===== config.mk =====
export PLATFORM = sky130hd
export DESIGN_NAME = scs_top
export DESIGN_NICKNAME = d
export VERILOG_FILES = /design/src/inc/scs_pkg.sv /design/src/inc/scs_strap_if.sv /design/src/verilog/scs_top.sv /design/src/verilog/scs_sync.sv
export SDC_FILE = /design/constraint.sdc
export NUM_CORES = 1
export LEC_CHECK = 0
export BUFFER_PORTS_ARGS = -buffer_cell sky130_fd_sc_hd__clkbuf_2
export CORE_MARGIN = 4
export CORE_UTILIZATION = 40
export CTS_CLUSTER_DIAMETER = 30
export DETAILED_ROUTE_END_ITERATION = 10
export PLACE_DENSITY = 0.7
export SYNTH_ARGS = -nofsm -noshare
export SYNTH_HDL_FRONTEND = slang
export SYNTH_SLANG_ARGS = --single-unit

===== constraint.sdc =====
create_clock -name ref_clk -period 3.5 [get_ports ref_clk]
set_input_delay 0.175 -clock ref_clk [delete_from_list [all_inputs] [get_ports ref_clk]]
set_output_delay 0.175 -clock ref_clk [all_outputs]
set_load 0.01 [all_outputs]

===== src/inc/scs_pkg.sv =====
// Constants and types for the strap configuration sampler
package scs_pkg;
    // -------------------------------------------------------------------
    // Register map
    // -------------------------------------------------------------------
    localparam int          ADDR_W          = 24;
    localparam logic [23:0] STATUS_ADDR     = 24'hff12;
    localparam logic [7:0]  STATUS_RESET    = 8'h00;
    // Status byte layout
    localparam int          BIT_ENV_SELECT_0        = 0;
    localparam int          BIT_ENV_SELECT_1        = 1;
    localparam int          BIT_SHBIOS      = 2;
    localparam int          BIT_BASE0       = 3;
    localparam int          BIT_BASE1       = 4;
    localparam int          BIT_FLOAT       = 5;
    localparam int          STRAP_N         = 6;
    // -------------------------------------------------------------------
    // Environment codes {env_select_1, env_select_0}
    // -------------------------------------------------------------------
    localparam logic [1:0]  INTERNAL_ROM_ENV  = 2'h0;
    localparam logic [1:0]  DEVELOPMENT_ENV   = 2'h1;
    localparam logic [1:0]  ONBOARD_DEBUG_ENV = 2'h2;
    localparam logic [1:0]  PROGRAMMING_ENV   = 2'h3;
    // -------------------------------------------------------------------
    // Configuration base addresses and timing
    // -------------------------------------------------------------------
    localparam logic [15:0] CFG_BASE_2E     = 16'h002e;
    localparam logic [15:0] CFG_BASE_4E     = 16'h004e;
    localparam logic [15:0] CFG_BASE_CORE   = 16'h0000;
    localparam int          SYNC_STAGES     = 2;
    localparam logic [1:0]  SYNC_FILL       = 2'h2;
    localparam logic [15:0] ADDR_RESET      = 16'h0000;

    typedef enum logic [2:0] {
        SCS_SAMPLE  = 3'b001,
        SCS_CAPTURE = 3'b010,
        SCS_RUN     = 3'b100
    } scs_state_e;
endpackage


===== src/inc/scs_strap_if.sv =====
// Raw and synchronised strap levels between sampler and synchroniser
`timescale 1ns/10ps
interface scs_strap_if #(parameter int W = 7);
    logic [W-1:0] raw;
    logic [W-1:0] synced;
    modport sync_side (input raw, output synced);
    modport user_side (output raw, input synced);
endinterface


===== src/verilog/scs_top.sv =====
// Strap sampler: captures board straps after power-up reset and decodes them
//
// Functional notes
// - Sample environment, float, shared-BIOS and base straps at power-up, then hold them.
// - Pull-downs default straps to zero, enabled only during the power-up sampling window.
// - Environment: 00 ROM, env_select_1 alone debug, env_select_0 alone development, both programming.
// - Float strap high in ROM or debug environment floats every strap pin.
// - Shared-BIOS strap zero disables sharing, one enables shared BIOS mode.
// - Base-address straps choose the configuration register pair location.
// - No base strap gives 2E/2F; base bit 0 alone gives 4E/4F.
// - Environment straps left low select internal ROM environment, code 00.
// - Read-only status byte at FF12 returns captured strap values.
// - In idle, non-GPIO strap pins float or drive their strap value.
// - With address configuration on and float-all off, address strap pins drive strap value in reset.
//
// Design decision made here: the address-and-strobe port.
`timescale 1ns/10ps
module scs_top #(
    parameter bit          IDLE_DRIVE = 1'b1,
    parameter logic [15:0] CORE_BASE  = 16'h0000
) (
    input  wire logic                      ref_clk,
    input  wire logic                      nrst,
    // Strap pins
    input  wire logic [scs_pkg::STRAP_N-1:0] strap_in,
    input  wire logic                      core_rst_n,
    output logic [scs_pkg::STRAP_N-1:0]    strap_out,
    output logic [scs_pkg::STRAP_N-1:0]    strap_oe_n,
    output logic                           strap_pulldown_en,
    // Same-domain controls
    input  wire logic                      idle_mode,
    input  wire logic                      addr_cfg_en,
    // Decoded configuration
    output logic [1:0]                     env_code,
    output logic                           float_all,
    output logic                           shared_bios_en,
    output logic [15:0]                    cfg_index_addr,
    output logic [15:0]                    cfg_data_addr,
    output logic                           config_valid,
    // Register port
    input  wire logic [scs_pkg::ADDR_W-1:0] reg_addr,
    input  wire logic [7:0]                reg_wdata,
    input  wire logic                      reg_wr,
    input  wire logic                      reg_rd,
    output logic [7:0]                     reg_rdata
);
    import scs_pkg::*;

    localparam int PIN_W = STRAP_N + 1;

    scs_strap_if #(.W(PIN_W)) pins ();

    scs_sync #(.W(PIN_W)) u_sync (
        .ref_clk (ref_clk),
        .nrst    (nrst),
        .pins    (pins)
    );

    assign pins.raw = {core_rst_n, strap_in};

    // -------------------------------------------------------------------
    // Capture sequence
    // -------------------------------------------------------------------
    scs_state_e   state;
    scs_state_e   next_state;
    logic [1:0]   fill_cnt;
    logic [1:0]   next_fill_cnt;
    logic [7:0]   status;
    logic [7:0]   next_status;
    logic         next_pulldown_en;
    logic         next_config_valid;
    logic [STRAP_N-1:0] straps_s;
    logic         core_rst_s;

    assign straps_s   = pins.synced[STRAP_N-1:0];
    assign core_rst_s = pins.synced[STRAP_N];

    always_comb begin
        next_state        = state;
        next_fill_cnt     = fill_cnt;
        next_status       = status;
        next_pulldown_en  = strap_pulldown_en;
        next_config_valid = config_valid;
        case (state)
            SCS_SAMPLE: begin
                next_fill_cnt = fill_cnt + 2'h1;
                if (fill_cnt == SYNC_FILL) begin
                    next_state = SCS_CAPTURE;
                end
            end
            SCS_CAPTURE: begin
                next_status       = {2'h0, straps_s};
                next_pulldown_en  = 1'b0;
                next_config_valid = 1'b1;
                next_state        = SCS_RUN;
            end
            SCS_RUN: begin
                next_state = SCS_RUN;
            end
            default: begin
                next_state = SCS_SAMPLE;
            end
        endcase
    end

    always_ff @(posedge ref_clk or negedge nrst) begin
        if (!nrst) begin
            state             <= SCS_SAMPLE;
            fill_cnt          <= 2'h0;
            status            <= STATUS_RESET;
            strap_pulldown_en <= 1'b1;
            config_valid      <= 1'b0;
        end else begin
            state             <= next_state;
            fill_cnt          <= next_fill_cnt;
            status            <= next_status;
            strap_pulldown_en <= next_pulldown_en;
            config_valid      <= next_config_valid;
        end
    end

    // -------------------------------------------------------------------
    // Decode and pin control
    // -------------------------------------------------------------------
    logic [1:0]         next_env_code;
    logic               next_float_all;
    logic               next_shared_bios_en;
    logic [15:0]        next_index_addr;
    logic [STRAP_N-1:0] next_strap_oe_n;
    logic [7:0]         next_rdata;

    always_comb begin
        next_env_code       = {status[BIT_ENV_SELECT_1], status[BIT_ENV_SELECT_0]};
        next_float_all      = status[BIT_FLOAT] &&
                              (next_env_code == INTERNAL_ROM_ENV ||
                               next_env_code == ONBOARD_DEBUG_ENV);
        next_shared_bios_en = status[BIT_SHBIOS];
        case ({status[BIT_BASE1], status[BIT_BASE0]})
            2'h0:    next_index_addr = CFG_BASE_2E;
            2'h1:    next_index_addr = CFG_BASE_4E;
            default: next_index_addr = CORE_BASE;
        endcase
        next_strap_oe_n = '1;
        if (config_valid && !next_float_all) begin
            if (idle_mode && IDLE_DRIVE) begin
                next_strap_oe_n = '0;
            end
            if (addr_cfg_en && !core_rst_s) begin
                next_strap_oe_n[BIT_BASE0] = 1'b0;
                next_strap_oe_n[BIT_BASE1] = 1'b0;
            end
        end
        next_rdata = 8'h00;
        if (reg_rd && reg_addr == STATUS_ADDR) begin
            next_rdata = status;
        end
    end

    always_ff @(posedge ref_clk or negedge nrst) begin
        if (!nrst) begin
            env_code       <= INTERNAL_ROM_ENV;
            float_all      <= 1'b0;
            shared_bios_en <= 1'b0;
            cfg_index_addr <= ADDR_RESET;
            cfg_data_addr  <= ADDR_RESET;
            strap_out      <= '0;
            strap_oe_n     <= '1;
            reg_rdata      <= 8'h00;
        end else begin
            env_code       <= next_env_code;
            float_all      <= next_float_all;
            shared_bios_en <= next_shared_bios_en;
            cfg_index_addr <= next_index_addr;
            cfg_data_addr  <= next_index_addr + 16'h0001;
            strap_out      <= status[STRAP_N-1:0];
            strap_oe_n     <= next_strap_oe_n;
            reg_rdata      <= next_rdata;
        end
    end
endmodule


===== src/verilog/scs_sync.sv =====
// Two-stage synchroniser for pin-level inputs
`timescale 1ns/10ps
module scs_sync #(
    parameter int W = 7
) (
    input  wire logic          ref_clk,
    input  wire logic          nrst,
    scs_strap_if.sync_side     pins
);
    import scs_pkg::*;

    logic [W-1:0] stage1;
    logic [W-1:0] stage2;
    logic [W-1:0] next_stage1;
    logic [W-1:0] next_stage2;

    initial begin
        if (W < 1) $error("scs_sync: width must be at least 1");
    end

    always_comb begin
        next_stage1 = pins.raw;
        next_stage2 = stage1;
    end

    always_ff @(posedge ref_clk or negedge nrst) begin
        if (!nrst) begin
            stage1 <= '0;
            stage2 <= '0;
        end else begin
            stage1 <= next_stage1;
            stage2 <= next_stage2;
        end
    end

    assign pins.synced = stage2;
endmodule


; Word-level counts from Yosys, hierarchy flattened
; Cells that the tools add are included.
[totals]
reg_bits = 83
latch_bits = 0
mem_bits_rw = 0
mem_bits_ro = 0
inputBits = 45
output_inout_bits = 58
wordCells = 42
n_memories = 0
[op_classes]
n_addsub = 2
mul = 0
n_div = 0
order_cmp = 0
n_eq_ne = 8
shift = 0
muxes = 7
bitwise = 0
n_reduce_logical = 10
[op_table]
columns = cell, n
row1 = $eq A24 B16 Y1 const B, 1
row2 = $mux W6, 3
row3 = $add A16 B1 Y16 const B, 1
row4 = $pmux W7 S2, 1
row5 = $pmux W3 S2, 1
row6 = $eq A2 B2 Y1 const B, 2
row7 = $logic_and A1 B1 Y1, 4
row8 = $logic_not A2 Y1, 2
row9 = $eq A3 B1 Y1 const B, 1
row10 = $eq A3 B2 Y1 const B, 1
row11 = $eq A3 B3 Y1 const B, 1
row12 = $mux W3, 1
row13 = $add A2 B1 Y2 const B, 1
row14 = $eq A2 B1 Y1 const B, 1
row15 = $logic_not A1 Y1, 2
row16 = $mux W2, 1
row17 = $ne A2 B2 Y1 const B, 1
row18 = $reduce_or A2 Y1, 1
row19 = $logic_or A1 B1 Y1, 1

; Depth between registers and ports, before layout
[logic_depth]
ltp_word = 6
mapped_depth = 4
depth_no_buf = 4

; Hierarchy
; From an unflattened synthesis, not the netlist that was laid out.
[hier_totals]
cells_unflattened = 134
area_unflattened_um2 = 1790.5
[modules_own_cells]
columns = mod, instances, cells_each, area_per_inst_um2, seq_area_each_um2
row1 = scs_top, 1, 120, 1440.1, 805.8
row2 = scs_sync, 1, 14, 350.3, 350.3

; Worst setup path after synthesis
; OpenSTA, ideal clock, no wires.
[synth_timing]
kind = reg-to-reg
startpoint = register state[0]
endpoint = register state[0]
setup_time_ps = 77
t_arrival_ps = 1144
required_ps = 3423
path_slack_ps = 2279
stages_incl_launch_ff = 4
n_path_buf = 0
period_less_slack_ps = 1221
cell_sequence = dfstp_2 nor3b_1 and2_2 nor2_1
[synth_via]
elab_chain_len = 3
word_cells_on_any_way = 6
classes_between = eq/ne (4) / mux (1) / reduce/logical (1)
[synth_lines]
columns = element, line_no
row1 = start: declaration, scs_top.sv:64  ; scs_state_e state;
row2 = start signal: assignment, scs_top.sv:114  ; state <= next_state;
row3 = $eq A3 B3 Y1 / $eq A3 B2 Y1 (equally long branches), scs_top.sv:84  ; case (state)
row4 = $reduce_or A2 Y1 (no line), -
row5 = $pmux W3 S2, scs_top.sv:84
; Parallel ways exist; a longest one is shown, timed or not.
; A chain may end at the register's enable or synchronous reset.

; Worst setup path in the final report
[layout_timing]
startpoint = register state[2]
endpoint = register status[0]
[layout_via]
elab_chain_len = 1
[layout_lines]
columns = element, line_no
row1 = $eq A3 B2 Y1, scs_top.sv:84
row2 = end signal: assignment, scs_top.sv:116  ; status <= next_status;
row3 = end: declaration, scs_top.sv:68  ; logic [7:0] status;
; Every way passes these cells.

==> flow_summary_export.csv <==
group,metric,value,unit
power,power_density,445,nW/um2
die,rows,23,
cts,clockBufferDepth,2,
timing,rsz0062_at_grt,"false",
grt,grt_pass1_wl,4590,um
yosys,netlist_instances,133,
cts,htree_levels,2,
cells_and_area,diodes,0,
cells_and_area,fin_nets,248,
route,drt_first_iter_violations,47,
grt,overflow,0,
die,fp.dieArea,5580,um2
grt,grt_usage,11.5,%
yosys,ys_ff_latch,46,
route,vias,1052,
setup_path,cp-start-kind,"flip-flop",
cts,clk_latency,0.29,ns
flow_run,max-cap-violations,0,
timing,max-slew-margin-rel,29.2,%
cts,cts_setup_buffers,0,
setup_path,crit_type,"reg2reg",
setup_path,required,3.68,ns
cells_and_area,drive_gt1_share,44.8,%
route,avgRoutedWirePerCell,11.8,um
grt,grt_busiest_layer,"met2",
timing,clock.fmax,759,MHz
timing,hold_viol,0,
grt,antenna_found_initial,0,
yosys,synthArstFlopShare,100,%
grt,grt_max_degree,47,
power,ir_drop,0.000397,V
placement,place.gp.congestion,0.705,
yosys,synth-seq-area-share,65.0,%
yosys,ys.flop_type,"dfrtp_1",
timing,final.setup.tns,0,ns
die,ioPinCount,103,
die,initial_core_util,42.9,%
timing,setup_viol,0,
timing,maxSlewViolCount,0,
cts,cts_buffers,5,
route,wirelength,2990,um
route,via_per_inst,4.16,
cts,cts.sinks,46,
die,die_width,74.7,um
grt,grt_pass1_vias,980,
cts,hold_buffers,7,
yosys,yosys_warnings,0,
power,p_leak,1.10,nW
setup_path,crit_arrival,1.50,ns
cts,tritoncts,"done",
yosys,yosysUniqueCellTypes,27,
min_path,hold_class,"in2reg",
die,die_y,74.7,um
run_status,status,"finished clean",
yosys,synth_area,1780,um2
cts,cts_resized,0,
route,antenna_left,0,
cts,cts_root_buffer,"clkbuf_8",
grt,use_met2,19.3,%
setup_path,critPathCaptureType,"flip-flop",
yosys,avgSynthCellArea,13.4,um2
cts,cts.clk_slew.worst_paths,0.08,ns
timing,timing.final.crit_share,37.6,%
placement,numPortBuffers,70,
timing,finalClockSkew,0.00418,ns
grt,globalRouteMet3Util,4.67,%
timing,finalCriticalPeriod,1.32,ns
route,firstDrtPassIters,3,
cells_and_area,syn_to_final_growth,21.3,%
setup_path,crit_fanout,9,
route,remaining_drc_errors,0,
die,coreArea,4140,um2
placement,place_hpwl,2360,um
timing,worst_pin_slew,1.06,ns
yosys,synth_edf_count,0,
power,power,0.960,mW
grt,met1_usage,13.3,%
==> cells by family after synthesis <==
group,synth area share [%]
buffers and inverters,16.5
muxes,3.73
other,0.422
xor gates and xnor gates,0.985
AOI/OAI and AO/OA,0.704
and+or+nand+nor,12.0
DFF,65.0
adders and majority gates,0.704
==> where the power goes <==
group          internal, mW  switching (mW)  leakage (nW)
registers             0.552         0.00989         0.539
clock network         0.140           0.173        0.0441
logic                0.0367          0.0477         0.516
==> final timing paths <==
check	from	endpoint	slack, ns	depth (start not counted)
max	state[2]$_DFFE_PN0P_	status[0]$_DFFE_PN0N_	2.18	2
min reg2reg	u_sync.next_stage2[5]$_DFF_PN0_	u_sync.pins.synced[5]$_DFF_PN0_	0.35	0
max reg2reg	state[2]$_DFFE_PN0P_	status[0]$_DFFE_PN0N_	2.18	2
min	idle_mode	strap_oe_n[2]$_DFF_PN1_	0.05	2
max in group asynchronous	nrst	u_sync.pins.synced[6]$_DFF_PN0_	2.79	1
min in group asynchronous	nrst	fill_cnt[1]$_DFFE_PN0P_	0.06	1
==> flip-flops by register name, summed over array words and instances, names as in the netlist, 3 cells and up <==
name,count
status,6
reg_rdata,6
u_sync.next_stage2,7
state,3
strap_out,5
u_sync.pins.synced,7
==> layout by cell type, fill, tap and decap left out <==
| master | instances |
|---|---|
| and3b_1 | 1 |
| nor2_1 | 3 |
| clkinv_4 | 1 |
| dfstp_2 | 4 |
| inv_1 | 4 |
| o21ai_0 | 1 |
| and2_2 | 1 |
| nor4b_1 | 1 |
| nor4bb_1 | 1 |
| dlygate4sd3_1 | 7 |
| ha_1 | 1 |
| or2_2 | 1 |
| nor4_1 | 1 |
| nor4b_2 | 1 |
| nand2_1 | 1 |
| nor3_1 | 6 |
| conb_1 | 24 |
| xnor2_1 | 2 |
| o211ai_1 | 1 |
| clkbuf_8 | 5 |
| mux2i_1 | 1 |
| nand2b_1 | 1 |
| clkinvlp_4 | 1 |
| clkinv_2 | 1 |
| nor2b_1 | 4 |
| nand4_1 | 2 |
| mux2_2 | 5 |
| dfrtp_1 | 42 |
| nor3b_1 | 1 |
| nand3_1 | 7 |
| clkbuf_2 | 70 |
| nor3b_4 | 1 |
==> cell type report <==
cell class	instances	area, um2
clock buffer	5	68.8
clock inverter	3	21.3
fill	380	1990
inverter	4	15.0
multi-input combinational	68	412
sequential	46	1160
tap	50	62.6
timing repair buffer	77	420
==> metal layers <==
metal	part of all wire, %	wire length (um)
met1	35	1050
met2	50	1500
met3	13	401
met5	0	0
met4	1.3	40
==> critical path, stage by stage (launching register included) <==
cell and delay (ns):
dfrtp_1 0.44, nor3b_4 0.39, mux2_2 0.38
==> cell usage after synthesis (all sizes together), types with 3 or more instances <==
library cell   n  area, um2
nor3           6       30.0
inv            4       15.0
dfstp          4        105
nor2           3       11.3
buf           37        278
nor2b          4       25.0
mux2           5       56.3
dfrtp         42       1050
nand3          7       35.0
==> through the flow <==
step	util [%]	setup slack, ns	cells	area, um2	hold slack (ns)
2_1_floorplan	-	2.28	155	1860	-0.121
3_3_place_gp	48.2	2.19	238	2000	0.284
3_5_place_dp	48.2	2.18	238	2000	0.285
4_1_cts	52.0	2.16	253	2160	0.0470
5_1_grt	52.0	2.05	253	2160	0.0519
6_report	52.0	2.18	253	2160	0.0531
Power figures use the tool's default switching activity.
